==> config.mk <==
export PLATFORM = sky130hd
export DESIGN_NAME = mqpa_top
export DESIGN_NICKNAME = d
export VERILOG_FILES = /design/src/hdl/mqpa_pkg.sv /design/src/hdl/mqpa_store_if.sv /design/src/hdl/mqpa_queue_store.sv /design/src/hdl/mqpa_flag_bus.sv /design/src/hdl/mqpa_top.sv
export SDC_FILE = /design/constraint.sdc
export NUM_CORES = 2
export LEC_CHECK = 0
export BUFFER_PORTS_ARGS = -buffer_cell sky130_fd_sc_hd__buf_4
export CELL_PAD_IN_SITES_DETAIL_PLACEMENT = 1
export CELL_PAD_IN_SITES_GLOBAL_PLACEMENT = 2
export CORE_UTILIZATION = 47
export CTS_CLUSTER_DIAMETER = 200
export CTS_CLUSTER_SIZE = 40
export DETAILED_ROUTE_END_ITERATION = 16
export PLACE_DENSITY_LB_ADDON = 0.1
export SLEW_MARGIN = 20
export SYNTH_ARGS = -nofsm -noshare
export SYNTH_HDL_FRONTEND = slang
export SYNTH_SLANG_ARGS = --single-unit
==> constraint.sdc <==
create_clock -name clk -period 5.51 [get_ports clk]
set_input_delay 0 -clock clk [delete_from_list [all_inputs] [get_ports clk]]
set_output_delay 0 -clock clk [all_outputs]
set_load 0.03 [all_outputs]
==> src/hdl/mqpa_pkg.sv <==
package mqpa_pkg;
	localparam int DATA_W = 36;
	localparam int QN = 4;
	localparam int QW = 2;
	localparam int DEPTH = 16;
	localparam int PTR_W = 4;
	localparam int CNT_W = 5;
	localparam int WADDR_W = 5;
	localparam int RADDR_W = 6;
	localparam int ID_W = 3;
	localparam int RADDR_NULL_BIT = 2;
	localparam int UNIT9_W = 9;
	localparam int UNIT18_W = 18;

	localparam logic [CNT_W-1:0] DEPTH_CNT = 5'h10;
	localparam logic [CNT_W-1:0] AF_OFFSET_RST = 5'h02;

	// units per word, as a log2 code
	localparam logic [1:0] LOG_X36 = 2'h0;
	localparam logic [1:0] LOG_X18 = 2'h1;
	localparam logic [1:0] LOG_X9 = 2'h2;

	// avalon byte offsets
	localparam logic [3:0] REG_CONFIG = 4'h0;
	localparam logic [3:0] REG_AF_OFFSET = 4'h4;
	localparam logic [3:0] REG_LEVELS = 4'h8;
	localparam logic [3:0] REG_PORT_STATUS = 4'hC;

	// flag bus ownership mode latched at master reset
	localparam logic FM_DIRECT = 1'b0;
	localparam logic FM_POLLED = 1'b1;

	typedef enum logic [1:0] {
		RS_QUEUE = 2'b01,
		RS_NULL = 2'b10
	} mqpa_rsel_e;
endpackage

==> src/hdl/mqpa_store_if.sv <==
`timescale 1ns/1ps
interface mqpa_store_if;
	import mqpa_pkg::*;
	logic push;
	logic [QW-1:0] push_q;
	logic [DATA_W-1:0] push_data;
	logic pop;
	logic [QW-1:0] pop_q;
	logic [DATA_W-1:0] pop_data;
	logic [CNT_W-1:0] level [QN];

	modport owner (output push, output push_q, output push_data, output pop, output pop_q,
		input pop_data, input level);
	modport store (input push, input push_q, input push_data, input pop, input pop_q,
		output pop_data, output level);
endinterface

==> src/hdl/mqpa_queue_store.sv <==
`timescale 1ns/1ps
module mqpa_queue_store
	import mqpa_pkg::*;
(
	input wire logic clk,
	input wire logic sys_rst,
	mqpa_store_if.store sif
);
	logic [DATA_W-1:0] mem [QN*DEPTH];
	logic [PTR_W-1:0] rptr [QN];
	logic [PTR_W-1:0] wptr [QN];

	// whole 36-bit word stored, marker and modulo bits untouched
	assign sif.pop_data = mem[{sif.pop_q, rptr[sif.pop_q]}];

	// one write process for the shared array, so it keeps a single driver
	always_ff @(posedge clk) begin
		if (sif.push) begin
			mem[{sif.push_q, wptr[sif.push_q]}] <= sif.push_data;
		end
	end

	genvar g;
	generate
		for (g = 0; g < QN; g++) begin : g_queue
			logic do_push;
			logic do_pop;
			assign do_push = sif.push && (sif.push_q == QW'(g));
			assign do_pop = sif.pop && (sif.pop_q == QW'(g));

			always_ff @(posedge clk) begin
				if (sys_rst) begin
					wptr[g] <= '0;
					rptr[g] <= '0;
					sif.level[g] <= '0;
				end else begin
					if (do_push) begin
						wptr[g] <= wptr[g] + 4'h1;
					end
					if (do_pop) begin
						rptr[g] <= rptr[g] + 4'h1;
					end
					if (do_push && !do_pop) begin
						sif.level[g] <= sif.level[g] + 5'h01;
					end else if (do_pop && !do_push) begin
						sif.level[g] <= sif.level[g] - 5'h01;
					end
				end
			end
		end
	endgenerate
endmodule // mqpa_queue_store

==> src/hdl/mqpa_flag_bus.sv <==
`timescale 1ns/1ps
module mqpa_flag_bus
	import mqpa_pkg::*;
(
	input wire logic clk,
	input wire logic sys_rst,
	input wire logic mode,
	input wire logic [ID_W-1:0] chip_id,
	input wire logic strobe,
	input wire logic [ID_W-1:0] strobe_id,
	input wire logic [QN-1:0] almost_full,
	output logic [QN-1:0] bus_n,
	output logic bus_oe
);
	logic [ID_W-1:0] poll_slot;

	// polled mode: ownership walks all eight device codes, one clock each
	always_ff @(posedge clk) begin
		if (sys_rst) begin
			poll_slot <= '0;
		end else begin
			poll_slot <= poll_slot + 3'h1;
		end
	end

	always_ff @(posedge clk) begin
		if (sys_rst) begin
			bus_oe <= 1'b0;
		end else if (mode == FM_POLLED) begin
			bus_oe <= (poll_slot == chip_id);
		end else if (strobe) begin
			bus_oe <= (strobe_id == chip_id);
		end
	end

	// bit k reports queue k+1, low means almost full
	always_ff @(posedge clk) begin
		if (sys_rst) begin
			bus_n <= {QN{1'b1}};
		end else begin
			bus_n <= ~almost_full;
		end
	end
endmodule // mqpa_flag_bus

==> src/hdl/mqpa_top.sv <==
// Behaviour
// - modulo marker bits are payload only; no logic reads them.
// - bits 32 and 33 are stored and returned unchanged with their word.
// - a word can leave the read port every clock, even across queue switches.
// - the read pipeline keeps fetching the next words of the selected queue.
// - when a queue empties, its last word still reaches the output register.
// - read address bit 2 set selects the null queue.
// - after a null switch, pipeline data of the old queue still drains out.
// - null queue is always empty; last word holds, output-valid goes high.
// - null queue works in both modes and does nothing on the write port.
// - full and almost-full pins follow the write-selected queue only.
// - four-bit almost-full bus, queue one on bit zero to queue four on bit three.
// - one device drives the shared flag bus; direct or polled, latched at reset.
// - write address: low two bits pick queue, upper three pick the device.
// - device writes only when upper write-address bits equal its chip code.
// - in direct mode write address plus strobe picks the flag bus owner.
// - widths latched at reset from width match, input and output selects.
// - narrow units are packed into a 36-bit word little-endian.
// - full flags count in whole 36-bit words, not write-width units.
// - output-valid counts in read-width units.
// - every queue shares the same input width and output width.
//
// The Avalon-MM interface to the registers and the address map were decided locally.
`timescale 1ns/1ps
module mqpa_top
	import mqpa_pkg::*;
(
	input wire logic clk,
	input wire logic sys_rst,
	input wire logic [3:0] avs_address,
	input wire logic avs_read,
	input wire logic avs_write,
	input wire logic [31:0] avs_writedata,
	input wire logic [3:0] avs_byteenable,
	output logic [31:0] avs_readdata,
	output logic avs_waitrequest,
	input wire logic [DATA_W-1:0] data_in,
	input wire logic write_enable,
	input wire logic write_address_enable,
	input wire logic [WADDR_W-1:0] write_queue_address,
	input wire logic read_enable,
	input wire logic read_address_enable,
	input wire logic [RADDR_W-1:0] read_queue_address,
	input wire logic almost_full_bus_strobe,
	input wire logic flag_bus_select_mode,
	input wire logic chip_select_code_bit0,
	input wire logic chip_select_code_bit1,
	input wire logic chip_select_code_bit2,
	input wire logic width_match_enable,
	input wire logic input_width_select,
	input wire logic output_width_select,
	output logic [DATA_W-1:0] data_out,
	output logic output_valid_flag_n,
	output logic active_queue_full_flag_n,
	output logic active_queue_full_flag_oe,
	output logic active_almost_full_flag_n,
	output logic [QN-1:0] almost_full_flag_bus_n,
	output logic almost_full_flag_bus_oe
);
	mqpa_store_if sif ();

	logic cfg_fm;
	logic [ID_W-1:0] cfg_id;
	logic cfg_bm;
	logic cfg_iw;
	logic cfg_ow;
	logic [1:0] wr_log;
	logic [1:0] rd_log;
	logic [CNT_W-1:0] af_offset;

	logic [QW-1:0] wr_sel;
	logic wr_selected;
	logic [1:0] pack_idx;
	logic [DATA_W-1:0] pack_word;
	logic wr_take;
	logic wr_last;
	logic [DATA_W-1:0] next_pack_word;

	mqpa_rsel_e rd_state;
	logic [QW-1:0] rd_sel;
	logic pipe_valid;
	logic [DATA_W-1:0] pipe_word;
	logic [1:0] unit_idx;
	logic out_need;
	logic pipe_pop;
	logic fetch;
	logic [QN-1:0] q_almost_full;
	logic [QN-1:0] q_full;
	logic rd_last_unit;
	logic af_wr_hit;

	// packs unit idx of a narrow write into the word, lowest unit first
	function automatic logic [DATA_W-1:0] put_unit(input logic [DATA_W-1:0] w, input logic [DATA_W-1:0] d,
		input logic [1:0] lg, input logic [1:0] idx);
		logic [DATA_W-1:0] r;
		r = w;
		case (lg)
			LOG_X18: begin
				if (idx[0]) begin
					r[DATA_W-1:UNIT18_W] = d[UNIT18_W-1:0];
				end else begin
					r[UNIT18_W-1:0] = d[UNIT18_W-1:0];
				end
			end
			LOG_X9: begin
				r[idx*UNIT9_W +: UNIT9_W] = d[UNIT9_W-1:0];
			end
			default: begin
				r = d;
			end
		endcase
		return r;
	endfunction

	// picks unit idx of a word for a narrow read, zero above the unit
	function automatic logic [DATA_W-1:0] get_unit(input logic [DATA_W-1:0] w, input logic [1:0] lg,
		input logic [1:0] idx);
		logic [DATA_W-1:0] r;
		r = '0;
		case (lg)
			LOG_X18: begin
				r[UNIT18_W-1:0] = w[idx[0]*UNIT18_W +: UNIT18_W];
			end
			LOG_X9: begin
				r[UNIT9_W-1:0] = w[idx*UNIT9_W +: UNIT9_W];
			end
			default: begin
				r = w;
			end
		endcase
		return r;
	endfunction

	// setup pins are sampled only while master reset is held
	always_ff @(posedge clk) begin
		if (sys_rst) begin
			cfg_fm <= flag_bus_select_mode;
			cfg_id <= {chip_select_code_bit2, chip_select_code_bit1, chip_select_code_bit0};
			cfg_bm <= width_match_enable;
			cfg_iw <= input_width_select;
			cfg_ow <= output_width_select;
		end
	end

	// one width per port, shared by every queue
	always_comb begin
		wr_log = LOG_X36;
		rd_log = LOG_X36;
		// bus matching always keeps one side at x36
		if (cfg_bm) begin
			case ({cfg_iw, cfg_ow})
				2'b00: rd_log = LOG_X18;
				2'b01: rd_log = LOG_X9;
				2'b10: wr_log = LOG_X18;
				2'b11: wr_log = LOG_X9;
				default: rd_log = LOG_X36;
			endcase
		end
	end

	// write side

	always_ff @(posedge clk) begin
		if (sys_rst) begin
			wr_sel <= '0;
			wr_selected <= 1'b0;
		end else if (write_address_enable) begin
			wr_sel <= write_queue_address[QW-1:0];
			wr_selected <= (write_queue_address[WADDR_W-1:QW] == cfg_id);
		end
	end

	genvar g;
	generate
		for (g = 0; g < QN; g++) begin : g_flags
			// a word slot is only spent once a whole write-width set is in
			assign q_full[g] = (sif.level[g] == DEPTH_CNT);
			assign q_almost_full[g] = (sif.level[g] >= (DEPTH_CNT - af_offset));
		end
	endgenerate

	assign wr_take = write_enable && wr_selected && !q_full[wr_sel];
	assign wr_last = (pack_idx == ((2'h1 << wr_log) - 2'h1));
	assign next_pack_word = put_unit(pack_word, data_in, wr_log, pack_idx);

	// partial word is dropped if the write queue changes mid-word
	always_ff @(posedge clk) begin
		if (sys_rst || write_address_enable) begin
			pack_idx <= '0;
			pack_word <= '0;
		end else if (wr_take) begin
			pack_word <= next_pack_word;
			pack_idx <= wr_last ? 2'h0 : pack_idx + 2'h1;
		end
	end

	assign sif.push = wr_take && wr_last;
	assign sif.push_q = wr_sel;
	assign sif.push_data = next_pack_word;

	// flags track the selected queue, one clock after selection
	// full pin idles high while another device owns the shared line
	always_ff @(posedge clk) begin
		if (sys_rst) begin
			active_queue_full_flag_n <= 1'b1;
		end else begin
			active_queue_full_flag_n <= !(q_full[wr_sel] && wr_selected);
		end
	end

	always_ff @(posedge clk) begin
		if (sys_rst) begin
			active_almost_full_flag_n <= 1'b1;
		end else begin
			active_almost_full_flag_n <= !q_almost_full[wr_sel];
		end
	end

	always_ff @(posedge clk) begin
		if (sys_rst) begin
			active_queue_full_flag_oe <= 1'b0;
		end else begin
			active_queue_full_flag_oe <= wr_selected;
		end
	end

	mqpa_flag_bus u_flag_bus (
		.clk(clk),
		.sys_rst(sys_rst),
		.mode(cfg_fm),
		.chip_id(cfg_id),
		.strobe(almost_full_bus_strobe),
		.strobe_id(write_queue_address[WADDR_W-1:QW]),
		.almost_full(q_almost_full),
		.bus_n(almost_full_flag_bus_n),
		.bus_oe(almost_full_flag_bus_oe)
	);

	// read side

	always_ff @(posedge clk) begin
		if (sys_rst) begin
			rd_state <= RS_NULL;
			rd_sel <= '0;
		end else if (read_address_enable) begin
			rd_sel <= read_queue_address[QW-1:0];
			if (read_queue_address[RADDR_NULL_BIT]) begin
				rd_state <= RS_NULL;
			end else begin
				rd_state <= RS_QUEUE;
			end
		end
	end

	assign out_need = output_valid_flag_n || read_enable;
	// the shift wraps to zero for x9, leaving three as the last unit index
	assign rd_last_unit = (unit_idx == ((2'h1 << rd_log) - 2'h1));
	assign pipe_pop = out_need && pipe_valid && rd_last_unit;

	// prefetch keeps the stage full so reads stay back to back
	always_comb begin
		case (rd_state)
			RS_QUEUE: fetch = (sif.level[rd_sel] != '0) && (!pipe_valid || pipe_pop);
			RS_NULL: fetch = 1'b0;
			default: fetch = 1'b0;
		endcase
	end

	assign sif.pop = fetch;
	assign sif.pop_q = rd_sel;

	// stage drains regardless of the queue now selected
	always_ff @(posedge clk) begin
		if (sys_rst) begin
			pipe_valid <= 1'b0;
			pipe_word <= '0;
		end else if (fetch) begin
			pipe_valid <= 1'b1;
			pipe_word <= sif.pop_data;
		end else if (pipe_pop) begin
			pipe_valid <= 1'b0;
		end
	end

	// output register: hold last word, flag high when nothing follows
	always_ff @(posedge clk) begin
		if (sys_rst) begin
			data_out <= '0;
			output_valid_flag_n <= 1'b1;
			unit_idx <= '0;
		end else if (out_need) begin
			if (pipe_valid) begin
				data_out <= get_unit(pipe_word, rd_log, unit_idx);
				output_valid_flag_n <= 1'b0;
				unit_idx <= pipe_pop ? 2'h0 : unit_idx + 2'h1;
			end else begin
				output_valid_flag_n <= 1'b1;
			end
		end
	end

	// register slave: waitrequest drops for one clock per access

	always_ff @(posedge clk) begin
		if (sys_rst) begin
			avs_waitrequest <= 1'b1;
		end else if ((avs_read || avs_write) && avs_waitrequest) begin
			avs_waitrequest <= 1'b0;
		end else begin
			avs_waitrequest <= 1'b1;
		end
	end

	// lane 0 carries the whole offset field
	assign af_wr_hit = avs_write && !avs_waitrequest && avs_address == REG_AF_OFFSET && avs_byteenable[0];

	always_ff @(posedge clk) begin
		if (sys_rst) begin
			af_offset <= AF_OFFSET_RST;
		end else if (af_wr_hit) begin
			af_offset <= avs_writedata[CNT_W-1:0];
		end
	end

	always_ff @(posedge clk) begin
		if (sys_rst) begin
			avs_readdata <= '0;
		end else if (avs_read && avs_waitrequest) begin
			case (avs_address)
				REG_CONFIG: avs_readdata <= {25'h0, cfg_id, cfg_fm, cfg_ow, cfg_iw, cfg_bm};
				REG_AF_OFFSET: avs_readdata <= {27'h0, af_offset};
				REG_LEVELS: avs_readdata <= {3'h0, sif.level[3], 3'h0, sif.level[2], 3'h0, sif.level[1],
					3'h0, sif.level[0]};
				REG_PORT_STATUS: avs_readdata <= {24'h0, pipe_valid, output_valid_flag_n, rd_state == RS_NULL,
					rd_sel, wr_selected, wr_sel};
				default: avs_readdata <= 32'h0000_0000;
			endcase
		end
	end

	mqpa_queue_store u_store (
		.clk(clk),
		.sys_rst(sys_rst),
		.sif(sif.store)
	);
endmodule // mqpa_top

==> metrics.txt <==
Max-slew headroom 0.178; worst hold path type primary input to register; post_cts resized 0; detailed-route wire length per cell 33.7 um; gr usage total 0.289; TritonCTS clock tree built; H-tree Lvls 3; top_reg_cell synth edfxtp_1; worst hold start write_queue_address[2]; sequential power share 0.640; Psw roughly 8.3 mW; worst slew pin tran 1.23 ns; worst-skew pair later-pin latency 0.81 ns; violated checks design-rule violations; Final min period 4.75 ns; Pint around 25 mW; CORE AREA 213,000 um^2; Max-Cap Viols 0; area grow syn2layout 9.51%; Leak 35.2 nW; number of port buffers 138; WP data arrival 5.48 ns; Synth Instances 6,321; Setup WS post-layout 0.759 ns; DP Cell Count just over 9,000; period utilisation layout 0.862; fin. max-slew vios 0; I/O pin count ~180; Row Count roughly 170; DIE AREA 216,000 um^2; Logic pwr share 0.111; Reg area 74,100 um^2; Post-synth EDFFs 2,343; average size of a mapped cell 15.9 um^2; Max Clock Freq 210 MHz; crit-path max FO 5; Starting Density 0.474; non-filler cells, final 9,389; async set-reset flop share out of synthesis 0; Chip Height 465 um; slowest stage cell, crit path or4b_2; Final setup viols 0; First-pass DRT Iterations 14; grt peak-use layer met2; total negative setup slack 0 ns; Crit path largest cell delay 0.65 ns; CP Launch Type register; initial antenna violation count 22; Max clock buf depth 3; Worst Setup SP cfg_ow; met2 Usage GRT 0.449; Tot Pwr between 30 and 40 mW; Critical path buffers and inverters 1; family with the most delay on the worst path simple AND/OR/NAND/NOR gates; CP cell instances nand2_1, or2_2, ha_1, xor2_1, nor3_1, a21oi_1, o21ai_0, or4b_2, or2_2, ha_1, inv_1, ha_1, a21o_1, a21oi_1, xnor2_1, or3_1, a21oi_1; post-synth cell types 57; met1 usage 0.428; crit end category register; Pwr Density roughly 300 nW/um^2; RSZ-0062 raised after global routing no; Setup Fix Bufs, Post-CTS 0; #FFs+latches synth about 2,500; Data required, critical path about 6.2 ns; multi-input logic area 25,600 um^2; vias in the first global route slightly below 60,000; sw frac 0.249; Hold Vio Cnt, Final 0; via count 58,841; Mapped Area 101,000 um^2; status finished with violations; vias per inst 6.27; grt total ovfl 0; DRC viols 21; clk slew on worst S/H paths 0.17 ns; DIE WIDTH 465 um; number of CTS-inserted buffers 73; Iter 0 DRT Violations 6,604; clock power share 0.248; sequential cell area fraction in the yosys report 0.736; routability cong. 0.900; routed wire length 317,000 um; hpwl dp approximately 200,000 um; first-pass GRT wire length 443,000 um; hold-fix buffer count after cts 79; skew final 0.0757 ns; fillcell total 19,766; CTS Sinks around 2,500; maximum VDD drop between 0.0002 and 0.0003 V; worst reg2reg path startpoint cfg_ow; largest net degree at the start of global routing 116; Final ANT Viol Nets 0; share of layout cells above drive strength 1 0.140; met3 Usage GRT 0.0344; final net count 6,670; pre-CTS setup slack around 0.79 ns; Clock Root Buffer clkbuf_16; Yosys warnings 0; Setup Crit Path Kind register to register
registers in the layout, summed over array words and instances (netlist names), 2 cells and up, named ones only:
| name | flops |
|---|---|
| u_store.rptr | 16 |
| unit_idx | 2 |
| rd_state | 2 |
| u_store.mem | 2304 |
| pack_idx | 2 |
| u_store.wptr | 16 |
| rd_sel | 2 |
| data_out | 36 |
| af_offset | 5 |
| u_flag_bus.bus_n | 4 |
| u_flag_bus.poll_slot | 3 |
| avs_readdata | 23 |
| cfg_id | 3 |
| pipe_word | 36 |
| sif.push_q | 2 |
| pack_word | 36 |
| u_store.sif.level | 20 |
worst register-to-register path: stages (launching register included):
cell      delay, ns
edfxtp_1       0.48
nand2_1        0.09
or2_2          0.35
ha_1           0.25
xor2_1         0.18
nor3_1         0.22
a21oi_1        0.07
o21ai_0        0.44
or4b_2         0.65
or2_2          0.33
ha_1           0.26
inv_1          0.17
ha_1           0.29
a21o_1         0.19
a21oi_1        0.17
xnor2_1        0.10
or3_1          0.31
a21oi_1        0.14
placed cells by master (no fill, tap or decap), drive strengths merged, types with 55 or more instances in the layout:
cell         count
edfxtp        2343
nand2          853
mux2i          452
buf            419
a21oi          332
nor2           251
mux4           204
dfxtp          185
o21ai          171
clkbuf         125
a32oi          109
a311oi         108
dlygate4sd3     79
nand3           79
a221o           72
inv             69
a221oi          63
nor3            62
a21o            61
ha              58
nor2b           57
a22o            55
per-stage QoR:
step           cell area, um^2  utilization  hold slack [ns]
2_1_floorplan           101000            -           0.0989
3_3_place_gp            107000        0.504            0.181
3_5_place_dp            107000        0.505            0.180
4_1_cts                 110000        0.519          0.00221
5_1_grt                 110000        0.519           0.0241
6_report                110000        0.519           0.0148
power groups by stage:
stage	sequential (mW)	combinational, mW	clock, mW
global route	21.4	3.87	8.93
finish	21.4	3.72	8.31
CTS	21.4	3.71	8.44
floorplan	21.9	1.86	0
detailed placement	21.9	3.66	0
global placement	21.8	3.56	0
Yosys cell counts (all sizes together) (4+ instances only):
library cell  instances  area (um^2)
or4                   4         30.0
nor3                 62          315
mux2i               452         4520
ha                   58          726
xor2                 24          210
or2                   9         56.3
mux4                204         4590
a21o                 61          458
nand2               853         3200
and3                 40          250
a311oi              108          946
inv                  68          255
or3                   7         43.8
fa                    4         80.1
edfxtp             2343        70400
mux2                 50          563
nand2b               50          313
dfxtp               185         3700
xnor2                20          175
clkbuf              255          957
buf                 142          763
nor2b                57          357
o21ai               171          856
a221o                72          721
a22o                 55          482
a31oi                36          225
a22oi                39          293
a32oi               109          955
a221oi               63          552
a2111oi              36          528
a21oi               332         1660
nand3                79          395
nor2                251          947
final timing paths:
check | endpoint | slack, ns | cells after the start
max | u_store.sif.level[14] | 0.76 | 17
min | u_flag_bus.bus_oe | 0.01 | 7
max reg2reg | u_store.sif.level[14] | 0.76 | 17
min reg2reg | data_out[19] | 0.47 | 2
metal layers:
metal	vias to the layer above	wire, um
li1	24796	-
met1	31632	139000
met2	2105	146000
met3	302	20900
met4	6	11300
met5	-	50
layout make-up:
| cell class | count | share of cell area |
|---|---|---|
| multi-input cells | 3336 | 0.232 |
| clock buffers | 125 | 0.0189 |
| inverters | 68 | 0.00232 |
| well taps | 2821 | 0.0320 |
| flip-flops and latches | 2528 | 0.672 |
| clock inverters | 3 | 0.000499 |
| repair buffers | 498 | 0.0419 |
| diodes | 10 | 0.000227 |
cells by family (layout without fill, tap and decap cells):
group / Yosys count / after routing / synth area share
buffers and inverters: 465 / 694 / 0.0196
AO/OA/AOI/OAI: 1093 / 1093 / 0.0771
flip-flops: 2528 / 2528 / 0.736
XOR/XNOR: 44 / 44 / 0.00383
multiplexers: 706 / 706 / 0.0962
adder cells (fa/ha/maj): 62 / 62 / 0.00800
other: 1 / 19 / 0.0000372
AND/OR/NAND/NOR: 1422 / 1422 / 0.0595
(Power assumes the default switching activity.)
